[src/dma_port_pkg.sv]
// Shared constants and types for the DMA programming port
package dma_port_pkg;

	// ************************************************************
	// Command bytes decoded in group six
	// ************************************************************
	localparam logic [7:0] CMD_RESET = 8'hC3;
	localparam logic [7:0] CMD_LOAD = 8'hCF;
	localparam logic [7:0] CMD_ENABLE = 8'h87;
	localparam logic [7:0] CMD_DISABLE = 8'h83;
	localparam logic [7:0] CMD_READ_MASK = 8'hBB;
	localparam logic [7:0] CMD_INIT_READ = 8'hA7;
	localparam logic [7:0] CMD_READ_STATUS = 8'hBF;

	// ************************************************************
	// Field positions inside base and associated bytes
	// ************************************************************
	localparam int G0_SRC_A_BIT = 2;   // 1: port A is source
	localparam int G0_PTR_LSB = 3;     // Four pointer bits 6..3
	localparam int TIMING_PTR_BIT = 6; // Groups one and two
	localparam int G3_MASK_BIT = 3;
	localparam int G3_MATCH_BIT = 4;
	localparam int G3_ENABLE_BIT = 6;
	localparam int G4_B_LOW_BIT = 2;
	localparam int G4_INT_BIT = 4;
	localparam int G5_READY_HIGH_BIT = 3;
	localparam int INT_PULSE_BIT = 3;  // Inside interrupt control byte
	localparam int INT_VECTOR_BIT = 4;

	// ************************************************************
	// Readback layout and reset values
	// ************************************************************
	localparam int NUM_READBACK = 7;
	localparam logic [6:0] READ_MASK_RESET = 7'h7F;
	localparam int ST_XFER_BIT = 0;
	localparam int ST_READY_BIT = 1;
	localparam int ST_INT_BIT = 3;
	localparam int ST_END_BIT = 5;
	localparam logic [7:0] STATUS_BASE = 8'h00;

	// Pin synchroniser: {ready, rd_n, wr_n, io_request_strobe_n, ce_n, data[7:0]}
	localparam int SYNC_WIDTH = 13;
	localparam logic [12:0] SYNC_INIT = 13'h0F00;

	// ************************************************************
	// Write sequencer states
	// ************************************************************
	typedef enum logic [2:0] {
		ST_BASE = 3'b000,
		ST_G0 = 3'b001,
		ST_TIMING_A = 3'b010,
		ST_TIMING_B = 3'b011,
		ST_G3 = 3'b100,
		ST_G4 = 3'b101,
		ST_G6_MASK = 3'b110
	} wr_state_e;

endpackage

[src/pin_sync.sv]
// Three-stage pin synchroniser with agreement filter, one per bit
`timescale 1ns/1ns
module pin_sync #(
	parameter int WIDTH = 1,
	parameter logic [WIDTH-1:0] INIT = '0
) (
	input wire logic clock,
	input wire logic rst,
	input wire logic [WIDTH-1:0] pins,
	output logic [WIDTH-1:0] stable
);

	// ************************************************************
	// Per-bit chain
	// ************************************************************
	genvar i;
	generate
		for (i = 0; i < WIDTH; i++) begin : g_bit
			logic s1_reg;
			logic s2_reg;
			logic s3_reg;
			// First stage feeds only the second; the filter looks at 2 and 3
			always_ff @(posedge clock) begin
				if (rst) begin
					s1_reg <= INIT[i];
					s2_reg <= INIT[i];
					s3_reg <= INIT[i];
					stable[i] <= INIT[i];
				end else begin
					s1_reg <= pins[i];
					s2_reg <= s1_reg;
					s3_reg <= s2_reg;
					if (s2_reg == s3_reg) begin
						stable[i] <= s3_reg;
					end
				end
			end
		end
	endgenerate

endmodule // pin_sync

[src/dma_programming_port.sv]
// Programming and readback front end of a single-channel DMA controller
`timescale 1ns/1ns
module dma_programming_port (
	input wire logic clock,
	input wire logic rst,
	input wire logic chip_enable_n,
	input wire logic io_request_strobe_n,
	input wire logic write_n,
	input wire logic read_n,
	input wire logic [7:0] data_in,
	input wire logic ready_pin,
	input wire logic byte_step,
	output logic [7:0] data_out,
	output logic data_oe_n,
	output logic enabled,
	output logic bus_request,
	output logic [7:0] timing_a,
	output logic [7:0] timing_b,
	output logic [7:0] match_mask,
	output logic [7:0] match_value,
	output logic [7:0] int_control,
	output logic [7:0] pulse_control,
	output logic [7:0] int_vector
);

	// ************************************************************
	// Pin capture
	// ************************************************************
	logic [12:0] pins_s;
	logic [7:0] wr_byte;
	logic wr_act;
	logic rd_act;
	logic wr_act_reg;
	logic rd_act_reg;
	logic wr_pulse;
	logic rd_pulse;
	logic ready_act;

	pin_sync #(
		.WIDTH(dma_port_pkg::SYNC_WIDTH),
		.INIT(dma_port_pkg::SYNC_INIT)
	) u_sync (
		.clock(clock),
		.rst(rst),
		.pins({ready_pin, read_n, write_n, io_request_strobe_n,
			chip_enable_n, data_in}),
		.stable(pins_s)
	);

	// Host access decode; the strobes are filtered so a glitch is not a write
	assign wr_byte = pins_s[7:0];
	assign wr_act = !pins_s[8] && !pins_s[9] && !pins_s[10];
	assign rd_act = !pins_s[8] && !pins_s[9] && !pins_s[11];
	assign wr_pulse = wr_act && !wr_act_reg;
	assign rd_pulse = rd_act && !rd_act_reg;

	// Edge memory for the host strobes
	always_ff @(posedge clock) begin
		if (rst) begin
			wr_act_reg <= 1'b0;
			rd_act_reg <= 1'b0;
		end else begin
			wr_act_reg <= wr_act;
			rd_act_reg <= rd_act;
		end
	end

	// ************************************************************
	// Write sequencer
	// ************************************************************
	dma_port_pkg::wr_state_e wr_state_reg;
	logic [3:0] pend_reg;
	logic [3:0] pend_left;
	logic [15:0] start_a_reg;
	logic [7:0] start_b_reg;
	logic [15:0] length_reg;
	logic [6:0] read_mask_reg;
	logic src_a_reg;
	logic ready_high_reg;
	logic base_pulse;
	logic is_g0;
	logic is_g1;
	logic is_g2;
	logic is_g3;
	logic is_g4;
	logic is_g5;
	logic is_g6;

	// Group identification from the base byte
	assign base_pulse = wr_pulse && (wr_state_reg == dma_port_pkg::ST_BASE);
	assign is_g0 = !wr_byte[7] && (wr_byte[1:0] != 2'h0);
	assign is_g1 = !wr_byte[7] && (wr_byte[2:0] == 3'h4);
	assign is_g2 = !wr_byte[7] && (wr_byte[2:0] == 3'h0);
	assign is_g3 = wr_byte[7] && (wr_byte[1:0] == 2'h0);
	assign is_g4 = wr_byte[7] && (wr_byte[1:0] == 2'h1);
	assign is_g5 = wr_byte[7] && !wr_byte[6] && (wr_byte[2:0] == 3'h2);
	assign is_g6 = wr_byte[7] && (wr_byte[1:0] == 2'h3);
	// Lowest pending pointer is served first, fixing the fill order
	assign pend_left = pend_reg & (pend_reg - 4'h1);

	// Base bytes arm pointers, associated bytes land in order
	always_ff @(posedge clock) begin
		if (rst) begin
			wr_state_reg <= dma_port_pkg::ST_BASE;
			pend_reg <= 4'h0;
			start_a_reg <= 16'h0000;
			start_b_reg <= 8'h00;
			length_reg <= 16'h0000;
			read_mask_reg <= dma_port_pkg::READ_MASK_RESET;
			src_a_reg <= 1'b1;
			ready_high_reg <= 1'b0;
			timing_a <= 8'h00;
			timing_b <= 8'h00;
			match_mask <= 8'h00;
			match_value <= 8'h00;
			int_control <= 8'h00;
			pulse_control <= 8'h00;
			int_vector <= 8'h00;
		end else if (wr_pulse) begin
			case (wr_state_reg)
				dma_port_pkg::ST_BASE: begin
					if (is_g0) begin
						src_a_reg <= wr_byte[dma_port_pkg::G0_SRC_A_BIT];
						pend_reg <= wr_byte[6:3];
						if (wr_byte[6:3] != 4'h0) begin
							wr_state_reg <= dma_port_pkg::ST_G0;
						end
					end else if (is_g1 && wr_byte[dma_port_pkg::TIMING_PTR_BIT]) begin
						wr_state_reg <= dma_port_pkg::ST_TIMING_A;
					end else if (is_g2 && wr_byte[dma_port_pkg::TIMING_PTR_BIT]) begin
						wr_state_reg <= dma_port_pkg::ST_TIMING_B;
					end else if (is_g3) begin
						pend_reg <= {2'b00, wr_byte[dma_port_pkg::G3_MATCH_BIT],
							wr_byte[dma_port_pkg::G3_MASK_BIT]};
						if (wr_byte[4:3] != 2'h0) begin
							wr_state_reg <= dma_port_pkg::ST_G3;
						end
					end else if (is_g4) begin
						pend_reg <= {2'b00, wr_byte[dma_port_pkg::G4_INT_BIT],
							wr_byte[dma_port_pkg::G4_B_LOW_BIT]};
						if (wr_byte[dma_port_pkg::G4_INT_BIT] ||
							wr_byte[dma_port_pkg::G4_B_LOW_BIT]) begin
							wr_state_reg <= dma_port_pkg::ST_G4;
						end
					end else if (is_g5) begin
						ready_high_reg <= wr_byte[dma_port_pkg::G5_READY_HIGH_BIT];
					end else if (is_g6 && wr_byte == dma_port_pkg::CMD_READ_MASK) begin
						wr_state_reg <= dma_port_pkg::ST_G6_MASK;
					end
				end
				dma_port_pkg::ST_G0: begin
					// Port A start then block length, each low before high
					if (pend_reg[0]) begin
						start_a_reg[7:0] <= wr_byte;
					end else if (pend_reg[1]) begin
						start_a_reg[15:8] <= wr_byte;
					end else if (pend_reg[2]) begin
						length_reg[7:0] <= wr_byte;
					end else begin
						length_reg[15:8] <= wr_byte;
					end
					pend_reg <= pend_left;
					if (pend_left == 4'h0) begin
						wr_state_reg <= dma_port_pkg::ST_BASE;
					end
				end
				dma_port_pkg::ST_TIMING_A: begin
					timing_a <= wr_byte;
					wr_state_reg <= dma_port_pkg::ST_BASE;
				end
				dma_port_pkg::ST_TIMING_B: begin
					timing_b <= wr_byte;
					wr_state_reg <= dma_port_pkg::ST_BASE;
				end
				dma_port_pkg::ST_G3: begin
					if (pend_reg[0]) begin
						match_mask <= wr_byte;
					end else begin
						match_value <= wr_byte;
					end
					pend_reg <= pend_left;
					if (pend_left == 4'h0) begin
						wr_state_reg <= dma_port_pkg::ST_BASE;
					end
				end
				dma_port_pkg::ST_G4: begin
					// Interrupt control byte may itself point at pulse and vector
					if (pend_reg[0]) begin
						start_b_reg <= wr_byte;
						pend_reg <= pend_left;
						if (pend_left == 4'h0) begin
							wr_state_reg <= dma_port_pkg::ST_BASE;
						end
					end else if (pend_reg[1]) begin
						int_control <= wr_byte;
						pend_reg <= {wr_byte[dma_port_pkg::INT_VECTOR_BIT],
							wr_byte[dma_port_pkg::INT_PULSE_BIT], 2'b00};
						if (wr_byte[4:3] == 2'h0) begin
							wr_state_reg <= dma_port_pkg::ST_BASE;
						end
					end else begin
						if (pend_reg[2]) begin
							pulse_control <= wr_byte;
						end else begin
							int_vector <= wr_byte;
						end
						pend_reg <= pend_left;
						if (pend_left == 4'h0) begin
							wr_state_reg <= dma_port_pkg::ST_BASE;
						end
					end
				end
				dma_port_pkg::ST_G6_MASK: begin
					read_mask_reg <= wr_byte[6:0];
					wr_state_reg <= dma_port_pkg::ST_BASE;
				end
				default: begin
					wr_state_reg <= dma_port_pkg::ST_BASE;
				end
			endcase
		end
	end

	// ************************************************************
	// Enable state
	// ************************************************************
	logic enable_cmd;
	logic enable_next;
	assign enable_cmd = (is_g6 && wr_byte == dma_port_pkg::CMD_ENABLE) ||
		(is_g3 && wr_byte[dma_port_pkg::G3_ENABLE_BIT]);
	// Value that enabled takes at the next edge; the request follows it
	assign enable_next = base_pulse ? enable_cmd : enabled;

	// Every base byte drops to disabled unless it is itself an enable
	always_ff @(posedge clock) begin
		if (rst) begin
			enabled <= 1'b0;
		end else if (base_pulse) begin
			enabled <= enable_cmd;
		end
	end

	// ************************************************************
	// Counters and status flags
	// ************************************************************
	logic [15:0] byte_count_reg;
	logic [15:0] port_a_count_reg;
	logic [15:0] port_b_count_reg;
	logic xfer_flag_reg;
	logic end_flag_reg;
	logic step_ok;
	logic last_step;
	logic load_cmd;
	logic reset_cmd;

	assign ready_act = pins_s[12] == ready_high_reg;
	assign step_ok = byte_step && bus_request;
	assign last_step = step_ok && (byte_count_reg == length_reg);
	assign load_cmd = base_pulse && (wr_byte == dma_port_pkg::CMD_LOAD);
	assign reset_cmd = base_pulse && (wr_byte == dma_port_pkg::CMD_RESET);

	// Clears come first so a step in the same cycle still sets its flags
	always_ff @(posedge clock) begin
		if (rst) begin
			byte_count_reg <= 16'h0000;
			port_a_count_reg <= 16'h0000;
			port_b_count_reg <= 16'h0000;
			xfer_flag_reg <= 1'b0;
			end_flag_reg <= 1'b0;
		end else begin
			if (load_cmd || reset_cmd) begin
				byte_count_reg <= 16'h0000;
				xfer_flag_reg <= 1'b0;
				end_flag_reg <= 1'b0;
			end
			if (load_cmd && src_a_reg) begin
				port_a_count_reg <= start_a_reg;
			end else if (load_cmd) begin
				port_b_count_reg <= {8'h00, start_b_reg};
			end
			if (step_ok) begin
				byte_count_reg <= byte_count_reg + 16'h0001;
				port_a_count_reg <= port_a_count_reg + 16'h0001;
				port_b_count_reg <= port_b_count_reg + 16'h0001;
				xfer_flag_reg <= 1'b1;
			end
			// Count starts at zero, so the byte seen at length is one extra
			if (last_step) begin
				end_flag_reg <= 1'b1;
			end
		end
	end

	// Bus request only while enabled, ready and short of block end
	// Built from the next enable value so it never outlives a disable
	always_ff @(posedge clock) begin
		if (rst) begin
			bus_request <= 1'b0;
		end else begin
			bus_request <= enable_next && ready_act && !end_flag_reg &&
				!last_step;
		end
	end

	// ************************************************************
	// Readback
	// ************************************************************
	logic [2:0] rd_ptr_reg;
	logic [2:0] first_en;
	logic [2:0] next_en;
	logic [7:0] status_byte;
	logic [7:0] rb_value;
	logic rd_cmd;

	// Scan upward from start, wrapping, for the next unmasked register
	function automatic logic [2:0] seek(input logic [2:0] start,
		input logic [6:0] mask);
		int j;
		logic [2:0] hit;
		logic found;
		hit = start;
		found = 1'b0;
		for (int i = 0; i < dma_port_pkg::NUM_READBACK; i++) begin
			j = int'(start) + i;
			if (j >= dma_port_pkg::NUM_READBACK) begin
				j = j - dma_port_pkg::NUM_READBACK;
			end
			if (!found && mask[j]) begin
				hit = 3'(j);
				found = 1'b1;
			end
		end
		return hit;
	endfunction

	assign first_en = seek(3'h0, read_mask_reg);
	assign next_en = seek((rd_ptr_reg == 3'h6) ? 3'h0 : rd_ptr_reg + 3'h1,
		read_mask_reg);
	assign rd_cmd = base_pulse && is_g6 &&
		(wr_byte == dma_port_pkg::CMD_INIT_READ ||
		wr_byte == dma_port_pkg::CMD_READ_STATUS);

	// Active-low flags; no interrupt logic here, so pending never reads true
	always_comb begin
		status_byte = dma_port_pkg::STATUS_BASE;
		status_byte[dma_port_pkg::ST_XFER_BIT] = !xfer_flag_reg;
		status_byte[dma_port_pkg::ST_READY_BIT] = !ready_act;
		status_byte[dma_port_pkg::ST_INT_BIT] = 1'b1;
		status_byte[dma_port_pkg::ST_END_BIT] = !end_flag_reg;
	end

	// Register select in ascending order
	always_comb begin
		case (rd_ptr_reg)
			3'h0: rb_value = status_byte;
			3'h1: rb_value = byte_count_reg[7:0];
			3'h2: rb_value = byte_count_reg[15:8];
			3'h3: rb_value = port_a_count_reg[7:0];
			3'h4: rb_value = port_a_count_reg[15:8];
			3'h5: rb_value = port_b_count_reg[7:0];
			3'h6: rb_value = port_b_count_reg[15:8];
			default: rb_value = 8'h00;
		endcase
	end

	// Pointer restarts on read commands and steps after each host read
	always_ff @(posedge clock) begin
		if (rst) begin
			rd_ptr_reg <= 3'h0;
		end else if (rd_cmd) begin
			rd_ptr_reg <= first_en;
		end else if (rd_pulse) begin
			rd_ptr_reg <= next_en;
		end
	end

	// Data bus drive; enable goes low one cycle after the host read becomes active and rises one cycle after it ends
	always_ff @(posedge clock) begin
		if (rst) begin
			data_out <= 8'h00;
			data_oe_n <= 1'b1;
		end else begin
			data_oe_n <= !rd_act;
			if (rd_pulse) begin
				data_out <= rb_value;
			end
		end
	end
endmodule // dma_programming_port

[config.mk]
export PLATFORM = sky130hd
export DESIGN_NAME = dma_programming_port
export DESIGN_NICKNAME = d
export VERILOG_FILES = /design/src/dma_port_pkg.sv /design/src/pin_sync.sv /design/src/dma_programming_port.sv
export SDC_FILE = /design/constraint.sdc
export NUM_CORES = 1
export LEC_CHECK = 0
export BUFFER_PORTS_ARGS = -buffer_cell sky130_fd_sc_hd__buf_4
export CORE_MARGIN = 10
export CORE_UTILIZATION = 45
export CTS_CLUSTER_SIZE = 40
export DETAILED_ROUTE_END_ITERATION = 10
export GPL_TIMING_DRIVEN = 0
export SLEW_MARGIN = 10
export SYNTH_ARGS = -nofsm -noshare
export SYNTH_HDL_FRONTEND = slang
export SYNTH_SLANG_ARGS = --single-unit
[constraint.sdc]
create_clock -name clock -period 6.75 [get_ports clock]
set_clock_uncertainty 0.2 [all_clocks]
set_input_delay 0 -clock clock [delete_from_list [all_inputs] [get_ports clock]]
set_output_delay 0 -clock clock [all_outputs]
set_load 0.03 [all_outputs]
# Word-level counts from Yosys, hierarchy flattened
# Cells that the tools add are included.
# totals
ff_bits,230
input_bits,16
output_inout_bits,67
elab_cells,364
# classes
n_addsub,18
n_lt_le_gt_ge,14
eq_ne,47
muxes,91
bitwise_logic,9
n_reduce_logical,104
# op_table
cell,count
$lt 32x5->1 const B,7
$mux 32,7
$mux 16,7
$mux 3,29
$pmux 8 s7,1
$add 16x1->16 const B,3
$eq 8x8->1 const B,6
$logic_and 1x1->1,41
$mux 1,31
$sub 4x3->5 const B,6
$mux 4,7
$logic_not 1->1,25
$reduce_and 5->1,5
$ge 4x3->1 const B,6
$bmux 1 s3,7
$eq 3x3->1 const B,7
$eq 16x16->1,1
$eq 3x2->1 const B,5
$reduce_and 3->1,5
$eq 1x1->1,14
$ne 7x4->1 const B,2
$reduce_bool 2->1,7
$add 3x3->4 const B,3
$pmux 4 s3,1
other kinds (29),50

# Longest topological paths before layout
# Gate-level depths: netlist of run 1.
# depth
word_depth,28
depth_mapped,18
mapped_depth_nobuf,16

# Hierarchy
# From an unflattened synthesis of run 1, not the netlist that was laid out.
# hier_totals
hier_cells,1305
area_unflattened_um2,11303.3
# modules_own_cells
mod,n_inst,cells_per_inst,area_per_inst_um2,seq_area_each_um2
dma_programming_port,1,1170,9804.4,3563.4
pin_sync,1,135,1498.9,1041.0

# Worst setup path after synthesis of run 1
# No wires, ideal clock.
# synth_timing
kind,flip-flop to flip-flop
from,register rd_ptr_reg[1]
to,register rd_ptr_reg[0]
setup_time_ns,0.103
t_arrival_ns,4.537
required_time_ns,6.447
slack_ns,1.909
path_stages_with_launch,18
path_buffers,3
synth_period_minus_slack_ns,4.841
cell_sequence,dfxtp_1 -> buf_2 -> buf_1 -> and2_1 -> ha_1 -> a21oi_2 -> inv_1 -> fa_1 -> clkbuf_1 -> xnor2_1 -> mux2i_1 -> o22ai_1 -> nor2_2 -> nand3_4 -> or4b_4 -> o22ai_2 -> a21oi_2 -> a2111oi_2
# synth_between
elab_chain_cells,28
word_cells_on_any_way,78
classes_between,add/sub (14); order compare (7); eq/ne (1); mux (44); reduce/logical (12)
# synth_lines
element,line,rtl
from (decl),dma_programming_port.sv:308,logic [2:0] rd_ptr_reg;
from (signal assigned),dma_programming_port.sv:371,rd_ptr_reg <= first_en;
from (signal assigned),dma_programming_port.sv:373,rd_ptr_reg <= next_en;
$add 3x1->3 or $eq 3x3->1 (tied branches),dma_programming_port.sv:337,"assign next_en = seek((rd_ptr_reg == 3'h6) ? 3'h0 : rd_ptr_reg + 3'h1,"
$mux 3 *,dma_programming_port.sv:337,
"parallel branches: the longest is 23 deep, another holds $sub 4x3->5",--,
$mux 3 *,dma_programming_port.sv:328,if (!found && mask[j]) begin
$mux 3 *,dma_programming_port.sv:372,end else if (rd_pulse) begin
$mux 3 *,dma_programming_port.sv:370,end else if (rd_cmd) begin
# Mark *: on every way between the ends. The select of a mux whose other input is x is not followed.
# A chain may end at the register's enable or synchronous reset.

# Worst setup path after layout of run 1
# Ends and elaborated chain as after synthesis.

==> results_dict.tcl, run 1 <==
set metrics [dict create \
    drive_gt1_share_pct 13.7 \
    grt.total_usage_pct 21.4 \
    final_antenna_net_count 0 \
    setup_viol 0 \
    hold_violations 2 \
    r2r_setup_slack_ps 790 \
    io_buffers 82 \
    cts_setup_buffers 0 \
    yosysMostFrequentCell "dfxtp_1" \
    finalCriticalPeriod_ps 5960 \
    synth_top_area_share_pct 41.0 \
    end_kind "register" \
    tightest_slew_ps 1000 \
    pwr-share-comb_pct 2.1 \
    maxCapViolCount 0 \
    dieWidth_um 178 \
    cp-start-kind "register" \
    hold-path-cell-count 5 \
    vias 10100 \
    start_util_pct 45.9 \
    place_area_sq_um 12300 \
    cts.repair.resized 0 \
    clk_latency_ps 530 \
    netlist_instances 1300 \
    cp.required_ps 6930 \
    fmax_ghz 0.168 \
    use_met2_pct 33.7 \
    intPower_mw 2.18 \
    first_pass_iters 7 \
    p_sw_share_pct 21.5 \
    slew_headroom_pct 32.8 \
    row_count 57 \
    postRouteWirelength_um 34600 \
    stdcell_area_sq_um 13200 \
    gr-total-overflow 0 \
    antenna_cells 0 \
    die-area_sq_um 31700 \
    via_per_inst 5.70 \
    numCtsBuffers 25 \
    wl_per_cell_um 19.6 \
    min_from "byte_step" \
    io_pins 83 \
    vdd_ir_drop_max_v 0.000187 \
    tritoncts "done" \
    synth.avg_cell_area_sq_um 8.63 \
    min_to "port_a_count_reg[10]$_SDFFE_PP0P_" \
    place_congestion 0.908 \
    drt_iter0_drc 974 \
    netlist_top_cells_count "230 x dfxtp_1, 200 x nor2_1, 115 x mux2i_1" \
    synth-edff-count 0 \
    syn_area_sq_um 11200 \
    ys_types 93 \
    status "finished with violations" \
    synth_top_area_cell "dfxtp_1" \
    busiest_layer "met2" \
    grt_pass1_wl_um 54700 \
    finalWorstSetupSlack_ps 786 \
    antenna_found_initial 0 \
    cellPowerDensity_nw_per_um2 210 \
    p_leak_nw 5.11 \
    r2r_cells 17 \
    clock_path_buffers 3 \
    htree_levels 1 \
    synth.area.top_cells "dfxtp_1 41%, mux2i_1 10%, nor2_1 6.7%" \
    syn_nets 1336 \
    pre_cts_ws_ps 810 \
    grt_use_met1_pct 29.3 \
    rsz0062_at_grt "no" \
    post-route-period-util_pct 88.4 \
    seqPwrFrac_pct 49.3 \
    yosys_warnings 0 \
    worstReg2RegStart "rd_ptr_reg[1]$_SDFFE_PP0P_" \
    dp_hpwl_um 24900 \
    fp.dieH_um 178 \
    r2r_end "rd_ptr_reg[0]$_SDFFE_PP0P_" \
    hold_path.class "primary input to register" \
    postCtsHoldBufs 14 \
    core_sq_um 24500 \
    async_reset_ff_share_pct 0 \
    slew_violations 0 \
    arrival_ps 6150 \
    synth-main-ff-cell "dfxtp_1" \
    yosysSeqAreaShare_pct 41.0 \
    syn_to_final_growth_pct 18.0 \
    cts_sinks 230 \
    grt_max_degree 14 \
    first_global_vias 9620 \
    violations "hold timing" \
    p_total_mw 2.78 \
    switchingPower_mw 0.598 \
    path_max_fanout 10 \
    hold-worst-slack_ps -11.5 \
    cts-root-buf "clkbuf_16" \
    yosys_register_bits 230 \
    drc 0 \
    finalSetupTns_ps 0 \
    p_clk_share_pct 48.6 \
    met3_usage_pct 4.27 \
    clkSlewWorstSetupHoldPaths_ps 60 \
    final_nets 1461 \
    crit_type "register to register" \
]
## worst max path at each step
stage / from / endpoint / slack (ps) / cells after the start
after global placement: rd_ptr_reg[2]$_SDFFE_PP0P_ / rd_ptr_reg[0]$_SDFFE_PP0P_ / 860 / 16
after floorplan: rd_ptr_reg[1]$_SDFFE_PP0P_ / rd_ptr_reg[0]$_SDFFE_PP0P_ / 1910 / 17
after global routing: rd_ptr_reg[1]$_SDFFE_PP0P_ / rd_ptr_reg[0]$_SDFFE_PP0P_ / 390 / 17
after CTS: rd_ptr_reg[1]$_SDFFE_PP0P_ / rd_ptr_reg[0]$_SDFFE_PP0P_ / 780 / 17
after detailed placement: rd_ptr_reg[1]$_SDFFE_PP0P_ / rd_ptr_reg[0]$_SDFFE_PP0P_ / 810 / 17
final: rd_ptr_reg[1]$_SDFFE_PP0P_ / rd_ptr_reg[0]$_SDFFE_PP0P_ / 790 / 17
## power groups by stage
stage               Clock, mW  Sequential, mW  Combinational (mW)
finish                   1.35            1.37              0.0581
global route             1.42            1.37              0.0627
CTS                      1.37            1.37              0.0583
detailed placement          0            1.40              0.0516
global placement            0            1.40              0.0515
floorplan                   0            1.40              0.0277
## routing by layer
| metal | part of all wire [%] | wire (um) |
|---|---|---|
| met5 | 0 | 0 |
| met4 | 1.8 | 640 |
| met3 | 7.2 | 2500 |
| met2 | 45 | 15500 |
| met1 | 46 | 16000 |
## cell type report
| cell class | count | area (sq um) |
|---|---|---|
| fillers | 2342 | 11200 |
| flip-flops and latches | 230 | 4600 |
| repair buffers | 98 | 774 |
| inverters | 22 | 87.6 |
| plain buffers | 89 | 392 |
| multi-input cells | 959 | 6170 |
| well taps | 324 | 405 |
| clock buffers | 34 | 729 |
| clock inverters | 10 | 81.3 |
## cells in the final DEF (no fill, tap or decap), types with 21 or more instances in the layout
| cell type | instances |
|---|---|
| or2_2 | 22 |
| nand2_1 | 91 |
| a22oi_1 | 21 |
| nor2b_1 | 38 |
| clkbuf_1 | 77 |
| a21oi_1 | 81 |
| o21ai_0 | 51 |
| buf_4 | 83 |
| mux2i_1 | 115 |
| xnor2_1 | 22 |
| clkbuf_16 | 25 |
| nor2_1 | 200 |
| nand3_1 | 45 |
| dfxtp_1 | 230 |
## worst max-delay path, cell delays in order (launching register included)
cell	delay (ps)
dfxtp_1	410
buf_2	250
buf_1	490
and2_1	240
ha_1	310
a21oi_2	400
inv_1	230
fa_1	420
clkbuf_1	230
xnor2_1	460
mux2i_1	300
o22ai_1	130
nor2_2	330
nand3_4	160
nor3b_1	350
a2111oi_0	110
or4_1	450
a2111oi_2	370
## through the flow
step | util (%) | hold slack, ps | cells
2_1_floorplan | - | -96.2 | 1300
3_3_place_gp | 50.0 | -15.5 | 1706
3_5_place_dp | 50.2 | -12.3 | 1708
4_1_cts | 54.1 | 9.38 | 1766
5_1_grt | 54.1 | 32.3 | 1766
6_report | 54.1 | -11.5 | 1766
## kinds of logic (layout without fill, tap and decap cells)
logic type,Yosys count,after routing,synth area share [%]
simple gates,513,513,22.3
fa+ha+maj,21,21,2.39
xor+xnor,31,31,2.49
mux,126,126,11.6
flops,230,230,41.0
compound gates,268,268,16.0
buf+inv,111,253,4.27
Power figures use the tool's default switching activity.
==> run 2: changes to the inputs <==
Settings changed: ABC_AREA from default to 1, CORE_MARGIN 10 to default.
==> run 2 against run 1 <==
  * The run now ends clean
  * Global-route usage increased by 6.2 points
  * Register-to-register slack gained 2000 ps
  * Power rose by 4.0%
  * Fmax is 50% higher
  * Die area decreased by 21%
  * Setup slack improved by 2000 ps
  * Combinational power increased by 11%
  * Critical path type unchanged
  * Critical endpoint is now rd_ptr_reg[1]$_SDFFE_PP0P_
==> results_dict.tcl, run 2 <==
set metrics [dict create \
    status "finished, final reports clean" \
    drive_gt1_share_pct 12.9 \
    ys_types 57 \
    clk_latency_ps 540 \
    tightest_slew_ps 913 \
    netlist_top_cells_count "230 x dfxtp_1, 208 x nand2_1, 189 x inv_1" \
    cp-start-kind "register" \
    synth.area.top_cells "dfxtp_1 42%, nand2_1 7.1%, a21oi_1 7.0%" \
    clkSlewWorstSetupHoldPaths_ps 60 \
    r2r_setup_slack_ps 2760 \
    yosysMostFrequentCell "dfxtp_1" \
    r2r_end "rd_ptr_reg[1]$_SDFFE_PP0P_" \
    synth.avg_cell_area_sq_um 7.41 \
    yosysSeqAreaShare_pct 41.9 \
    async_reset_ff_share_pct 0 \
    wl_per_cell_um 17.4 \
    yosys_warnings 0 \
    hold_path.class "primary input to register" \
    place_area_sq_um 12000 \
    synth-main-ff-cell "dfxtp_1" \
    slew_headroom_pct 38.6 \
    io_pins 83 \
    p_leak_nw 5.28 \
    synth_top_area_share_pct 41.9 \
    vias 10500 \
    nFillCells 2348 \
    path_max_fanout 15 \
    cts_sinks 230 \
    cts-root-buf "clkbuf_16" \
    finalSetupTns_ps 0 \
    final_antenna_net_count 0 \
    die-area_sq_um 25100 \
    slowest_delay_ps 490 \
    r2r_cells 21 \
    end_kind "register" \
    dp_hpwl_um 24100 \
    worstReg2RegStart "rd_ptr_reg[1]$_SDFFE_PP0P_" \
    path_cells "nand3_2 -> nand2_4 -> inv_1 -> ha_1 -> ha_1 -> inv_1 -> o21ai_1 -> inv_1 -> nand2_1 -> nand3_1 -> nand3_1 -> nand2_1 -> nand3_4 -> nor2_8 -> nand3_2 -> nand3_1 -> nand3_1 -> nand3_1 -> nand2_1 -> a21oi_1 -> nor2_1" \
    grt_max_degree 16 \
    numCtsBuffers 26 \
    tritoncts "done" \
    via_per_inst 5.38 \
    syn_area_sq_um 11000 \
    stdcell_area_sq_um 13100 \
    synth_top_area_cell "dfxtp_1" \
    cp.required_ps 6950 \
    rsz0062_at_grt "no" \
    synth-edff-count 0 \
    hold-worst-slack_ps 10.0 \
    first_global_vias 9875 \
    postRouteWirelength_um 34000 \
    crit_type "register to register" \
    netlist_instances 1483 \
    finalCriticalPeriod_ps 3990 \
    core_sq_um 23700 \
    fmax_ghz 0.251 \
    drt_iter0_drc 717 \
    hold_violations 0 \
    grt_pass1_wl_um 53500 \
    row_count 56 \
    start_util_pct 46.4 \
    post-route-period-util_pct 59.1 \
    final_common_cell "dfxtp_1" \
    syn_to_final_growth_pct 19.5 \
    yosys_register_bits 230 \
    cp-startpoint "rd_ptr_reg[1]$_SDFFE_PP0P_" \
    arrival_ps 4180 \
    fp.dieH_um 158 \
    setup_viol 0 \
    drc 0 \
    layout_common_cells "230 x dfxtp_1, 208 x nand2_1, 189 x inv_1, 153 x a21oi_1, 149 x o21ai_0" \
    antenna_cells 0 \
    min_from "data_in[4]" \
    critical_path.endpoint "rd_ptr_reg[1]$_SDFFE_PP0P_" \
    finalWorstSetupSlack_ps 2760 \
    gr-total-overflow 0 \
    vdd_ir_drop_max_v 0.000148 \
    cpMostUsedCell "nand3_1" \
    htree_levels 1 \
    syn_nets 1519 \
    dieWidth_um 158 \
    place_congestion 0.927 \
    grt.total_usage_pct 27.6 \
    antenna_found_initial 0 \
    p_total_mw 2.89 \
    clock_path_buffers 3 \
    cpMaxStageDelayCell "dfxtp_1" \
    pre_cts_ws_ps 2850 \
    maxCapViolCount 0 \
    cellPowerDensity_nw_per_um2 220 \
    slew_violations 0 \
    first_pass_iters 5 \
    io_buffers 81 \
    final_nets 1650 \
]
[run 2: cell count changes in the layout (fill, tap and decap cells not counted), sizes merged, moves of 38 or more]
cell   change
nand2    +134
mux2i    -116
inv      +178
o21ai    +108
nor2      -58
nor2b     -38
a21oi     +72
[run 2: kinds of logic after synthesis]
| group | Yosys count | share of synthesized area, % |
|---|---|---|
| adder cells (fa/ha/maj) | 20 | 2.34 |
| AO/OA/AOI/OAI | 433 | 22.7 |
| buffers and inverters | 262 | 9.07 |
| flip-flops | 230 | 41.9 |
| XOR/XNOR | 19 | 1.89 |
| AND/OR/NAND/NOR | 519 | 22.1 |
[run 2: repair_timing]
item / 4_1_cts / 5_1_grt
setup buffers: 0 / 0
resized for setup: 0 / 0
endpoints found under the setup margin: 0 / 0
endpoints found under the hold margin: 24 / 0
hold buffers: 22 / 0
[run 2: per-stage QoR]
step           instances  util (%)
5_1_grt             1953      55.5
3_5_place_dp        1883      50.7
4_1_cts             1953      55.4
2_1_floorplan       1483         -
6_report            1953      55.5
3_3_place_gp        1883      50.7
[run 2: how the worst min path moves through the flow]
stage	end	slack [ps]	cells after the start
5_1_grt	u_sync.g_bit[4].s1_reg$_SDFF_PP0_	20	4
3_5_place_dp	u_sync.g_bit[11].s1_reg$_SDFF_PP1_	-8	2
2_1_floorplan	u_sync.g_bit[10].s1_reg$_SDFF_PP1_	-100	1
4_1_cts	u_sync.g_bit[4].s1_reg$_SDFF_PP0_	2	4
6_report	u_sync.g_bit[4].s1_reg$_SDFF_PP0_	10	4
3_3_place_gp	u_sync.g_bit[11].s1_reg$_SDFF_PP1_	-10	2
[run 2: metal layers]
layer  global-route usage [%]  vias to the layer above  wire length (um)
met5                        0                        -                 0
met4                     7.46                        0               826
met3                     4.76                       60              2240
met2                     43.8                      334             15000
met1                     38.6                     4830             16000
li1                         -                     5291                 -
[run 2: worst max-delay path: cells and delay by family, from the launching register on]
family	cells	cell delay [ps]
simple gates	14	1850
fa+ha+maj	2	570
flops	1	490
buf+inv	3	470
compound gates	2	270
[run 2: final cells by class]
class,instances,area (sq um),share of cell area (%)
clock inverters,14,159,1.21
repair buffers,103,828,6.30
flip-flops and latches,230,4600,35.0
clock buffers,34,751,5.71
multi-input cells,991,5400,41.1
inverters,202,758,5.77
plain buffers,60,239,1.82
well taps,319,399,3.04
[run 2: report_power, final]
group	switching, mW	internal (mW)
logic	0.0404	0.0242
registers	0.00414	1.37
clock network	0.587	0.867
total	0.632	2.26
==> run 3: changes to the inputs <==
Clock period 6.75 ns to 3.45 ns, I/O delays scaled along.
==> run 3 against run 2 <==
  * Setup slack got worse by 2600 ps
  * Final cell count rose by 0.92%
  * Clock power rose by 97%
  * Power rose by 96%
  * Sequential power rose by 96%
  * Critical path depth rose by 3
  * Via count rose by 1.1%
  * Register-to-register slack got worse by 2600 ps
  * First-iteration DRC count rose by 13%
  * Sequential cell count did not move
==> results_dict.tcl, run 3 (synthesis gave the netlist of run 2 again) <==
set metrics [dict create \
    cp.required_ps 3690 \
    via_per_inst 5.40 \
    drt_iter0_drc 812 \
    cp-start-kind "register" \
    syn_to_final_growth_pct 22.6 \
    slew_violations 0 \
    nFillCells 2314 \
    start_util_pct 46.4 \
    arrival_ps 3560 \
    slowest_delay_ps 410 \
    cpMostUsedCell "nand2_1" \
    path_max_fanout 8 \
    dp_hpwl_um 24100 \
    p_leak_nw 5.36 \
    cpMaxStageDelayCell "fa_2" \
    maxCapViolCount 0 \
    cellPowerDensity_nw_per_um2 420 \
    antenna_cells 0 \
    post-route-period-util_pct 96.4 \
    drive_gt1_share_pct 15.7 \
    finalWorstSetupSlack_ps 125 \
    slew_headroom_pct 35.4 \
    dieWidth_um 158 \
    clk_latency_ps 540 \
    tritoncts "done" \
    crit_type "register to register" \
    hold_violations 0 \
    tightest_slew_ps 968 \
    setup_viol 0 \
    io_pins 83 \
    row_count 56 \
    rsz0062_at_grt "yes" \
    final_nets 1668 \
    end_kind "register" \
    drc 0 \
    dr_wl_met3_um 2300 \
    cts-root-buf "clkbuf_16" \
    pre_cts_ws_ps -454 \
    cp_num_buf_inv 5 \
    htree_levels 1 \
    vias 10600 \
    antenna_found_initial 0 \
    grt.total_usage_pct 27.8 \
    final_common_cell "dfxtp_1" \
    gr-total-overflow 0 \
    wl_met2_um 15400 \
    top_layer "met4" \
    status "finished, final reports clean" \
    numCtsBuffers 26 \
    die-area_sq_um 25100 \
    layout_common_cells "227 x dfxtp_1, 203 x nand2_1, 179 x inv_1, 152 x a21oi_1, 148 x o21ai_0" \
    fin_util_pct 56.9 \
    vdd_ir_drop_max_v 0.000293 \
    io_buffers 81 \
    hold_path.class "primary input to register" \
    grt_pass1_wl_um 53800 \
    final_antenna_net_count 0 \
    grt_max_degree 15 \
    wl_per_cell_um 17.5 \
    path_cells "inv_2 -> nand2_4 -> nand2_4 -> nand2_8 -> buf_6 -> buf_4 -> fa_2 -> buf_6 -> xor2_2 -> nand2_1 -> nand3_2 -> o21ai_1 -> nand2_2 -> nand2_4 -> nor2_8 -> nand3_4 -> nand2_1 -> nand3_1 -> nand2_1 -> nand2_1 -> nand3_1 -> nand3_1 -> nand2_1 -> inv_1" \
    fmax_ghz 0.301 \
    cts_sinks 230 \
    clock_path_buffers 3 \
    core_sq_um 23700 \
    place_congestion 0.927 \
    first_pass_iters 6 \
    critical_path.top_delay_family "simple AND/OR/NAND/NOR gates" \
    first_global_vias 9929 \
    postRouteWirelength_um 34600 \
    clkSlewWorstSetupHoldPaths_ps 60 \
    fp.dieH_um 158 \
    wl_met1_um 16100 \
    finalCriticalPeriod_ps 3330 \
    place_area_sq_um 12000 \
    finalSetupTns_ps 0 \
    stdcell_area_sq_um 13500 \
]
run 3: changes by cell type in the layout (fill, tap and decap cells not counted), moves of 3 or more:
| cell | delta |
|---|---|
| buf_4 | +13 |
| inv_1 | -10 |
| ha_1 | -5 |
| inv_2 | +5 |
| nand2_1 | -5 |
| buf_6 | +4 |
| inv_4 | +4 |
| dfxtp_1 | -3 |
| dfxtp_4 | +3 |
| ha_4 | +3 |
| nand3_1 | -3 |
run 3: worst reg2reg max path, cell delays in order (launching register included):
cell and delay (ps):
dfxtp_4 370, inv_2 130, nand2_4 70, nand2_4 90
nand2_8 70, buf_6 140, buf_4 130, fa_2 410
buf_6 150, xor2_2 180, nand2_1 90, nand3_2 100
o21ai_1 80, nand2_2 100, nand2_4 70, nor2_8 200
nand3_4 110, nand2_1 100, nand3_1 80, nand2_1 80
nand2_1 60, nand3_1 70, nand3_1 70, nand2_1 60
inv_1 30
run 3: final timing paths:
| kind | start | to | slack (ps) | cells past startpoint |
|---|---|---|---|---|
| worst max-delay path | rd_ptr_reg[0]$_SDFFE_PP0P_ | rd_ptr_reg[2]$_SDFFE_PP0P_ | 120 | 24 |
| worst min-delay path | data_in[4] | u_sync.g_bit[4].s1_reg$_SDFF_PP0_ | 8 | 4 |
| worst max register to register | rd_ptr_reg[0]$_SDFFE_PP0P_ | rd_ptr_reg[2]$_SDFFE_PP0P_ | 120 | 24 |
| worst min register to register | u_sync.g_bit[6].s1_reg$_SDFF_PP0_ | u_sync.g_bit[6].s2_reg$_SDFF_PP0_ | 200 | 2 |
run 3: area by class of cell:
class / count / area (sq um) / area share (%)
Inverter: 202 / 772 / 5.73
Clock buffer: 34 / 751 / 5.57
Buffer: 60 / 240 / 1.78
Multi-Input combinational cell: 991 / 5570 / 41.3
Tap cell: 319 / 399 / 2.96
Sequential cell: 230 / 4620 / 34.2
Timing Repair Buffer: 121 / 976 / 7.24
Clock inverter: 14 / 159 / 1.18
run 3: power by group:
group          switching [mW]  internal (mW)
Clock                    1.16           1.70
Combinational          0.0794         0.0474
Sequential            0.00811           2.67
Total                    1.24           4.42
run 3: what timing repair did:
item | 4_1_cts | 5_1_grt
gates resized for setup | 14 | 45
pin swaps | 1 | 7
hold endpoints to repair | 24 | 0
endpoints found under the setup margin | 5 | 13
buffers inserted | 3 | 15
hold buffers | 22 | 0
run 3: metal layers:
layer / track usage [%] / vias to the layer above
met5: 0 / -
met4: 7.60 / 0
met3: 4.79 / 56
met2: 44.3 / 374
met1: 38.5 / 4878
li1: - / 5326
run 3: through the flow:
stage | power (mW) | std cells | hold slack, ps
after global placement | 2.84 | 1883 | -12.1
final | 5.66 | 1971 | 8.22
after CTS | 5.69 | 1956 | 1.99
after global routing | 5.81 | 1971 | 22.5
after detailed placement | 2.85 | 1883 | -8.41
after floorplan | 2.79 | 1483 | -96.2
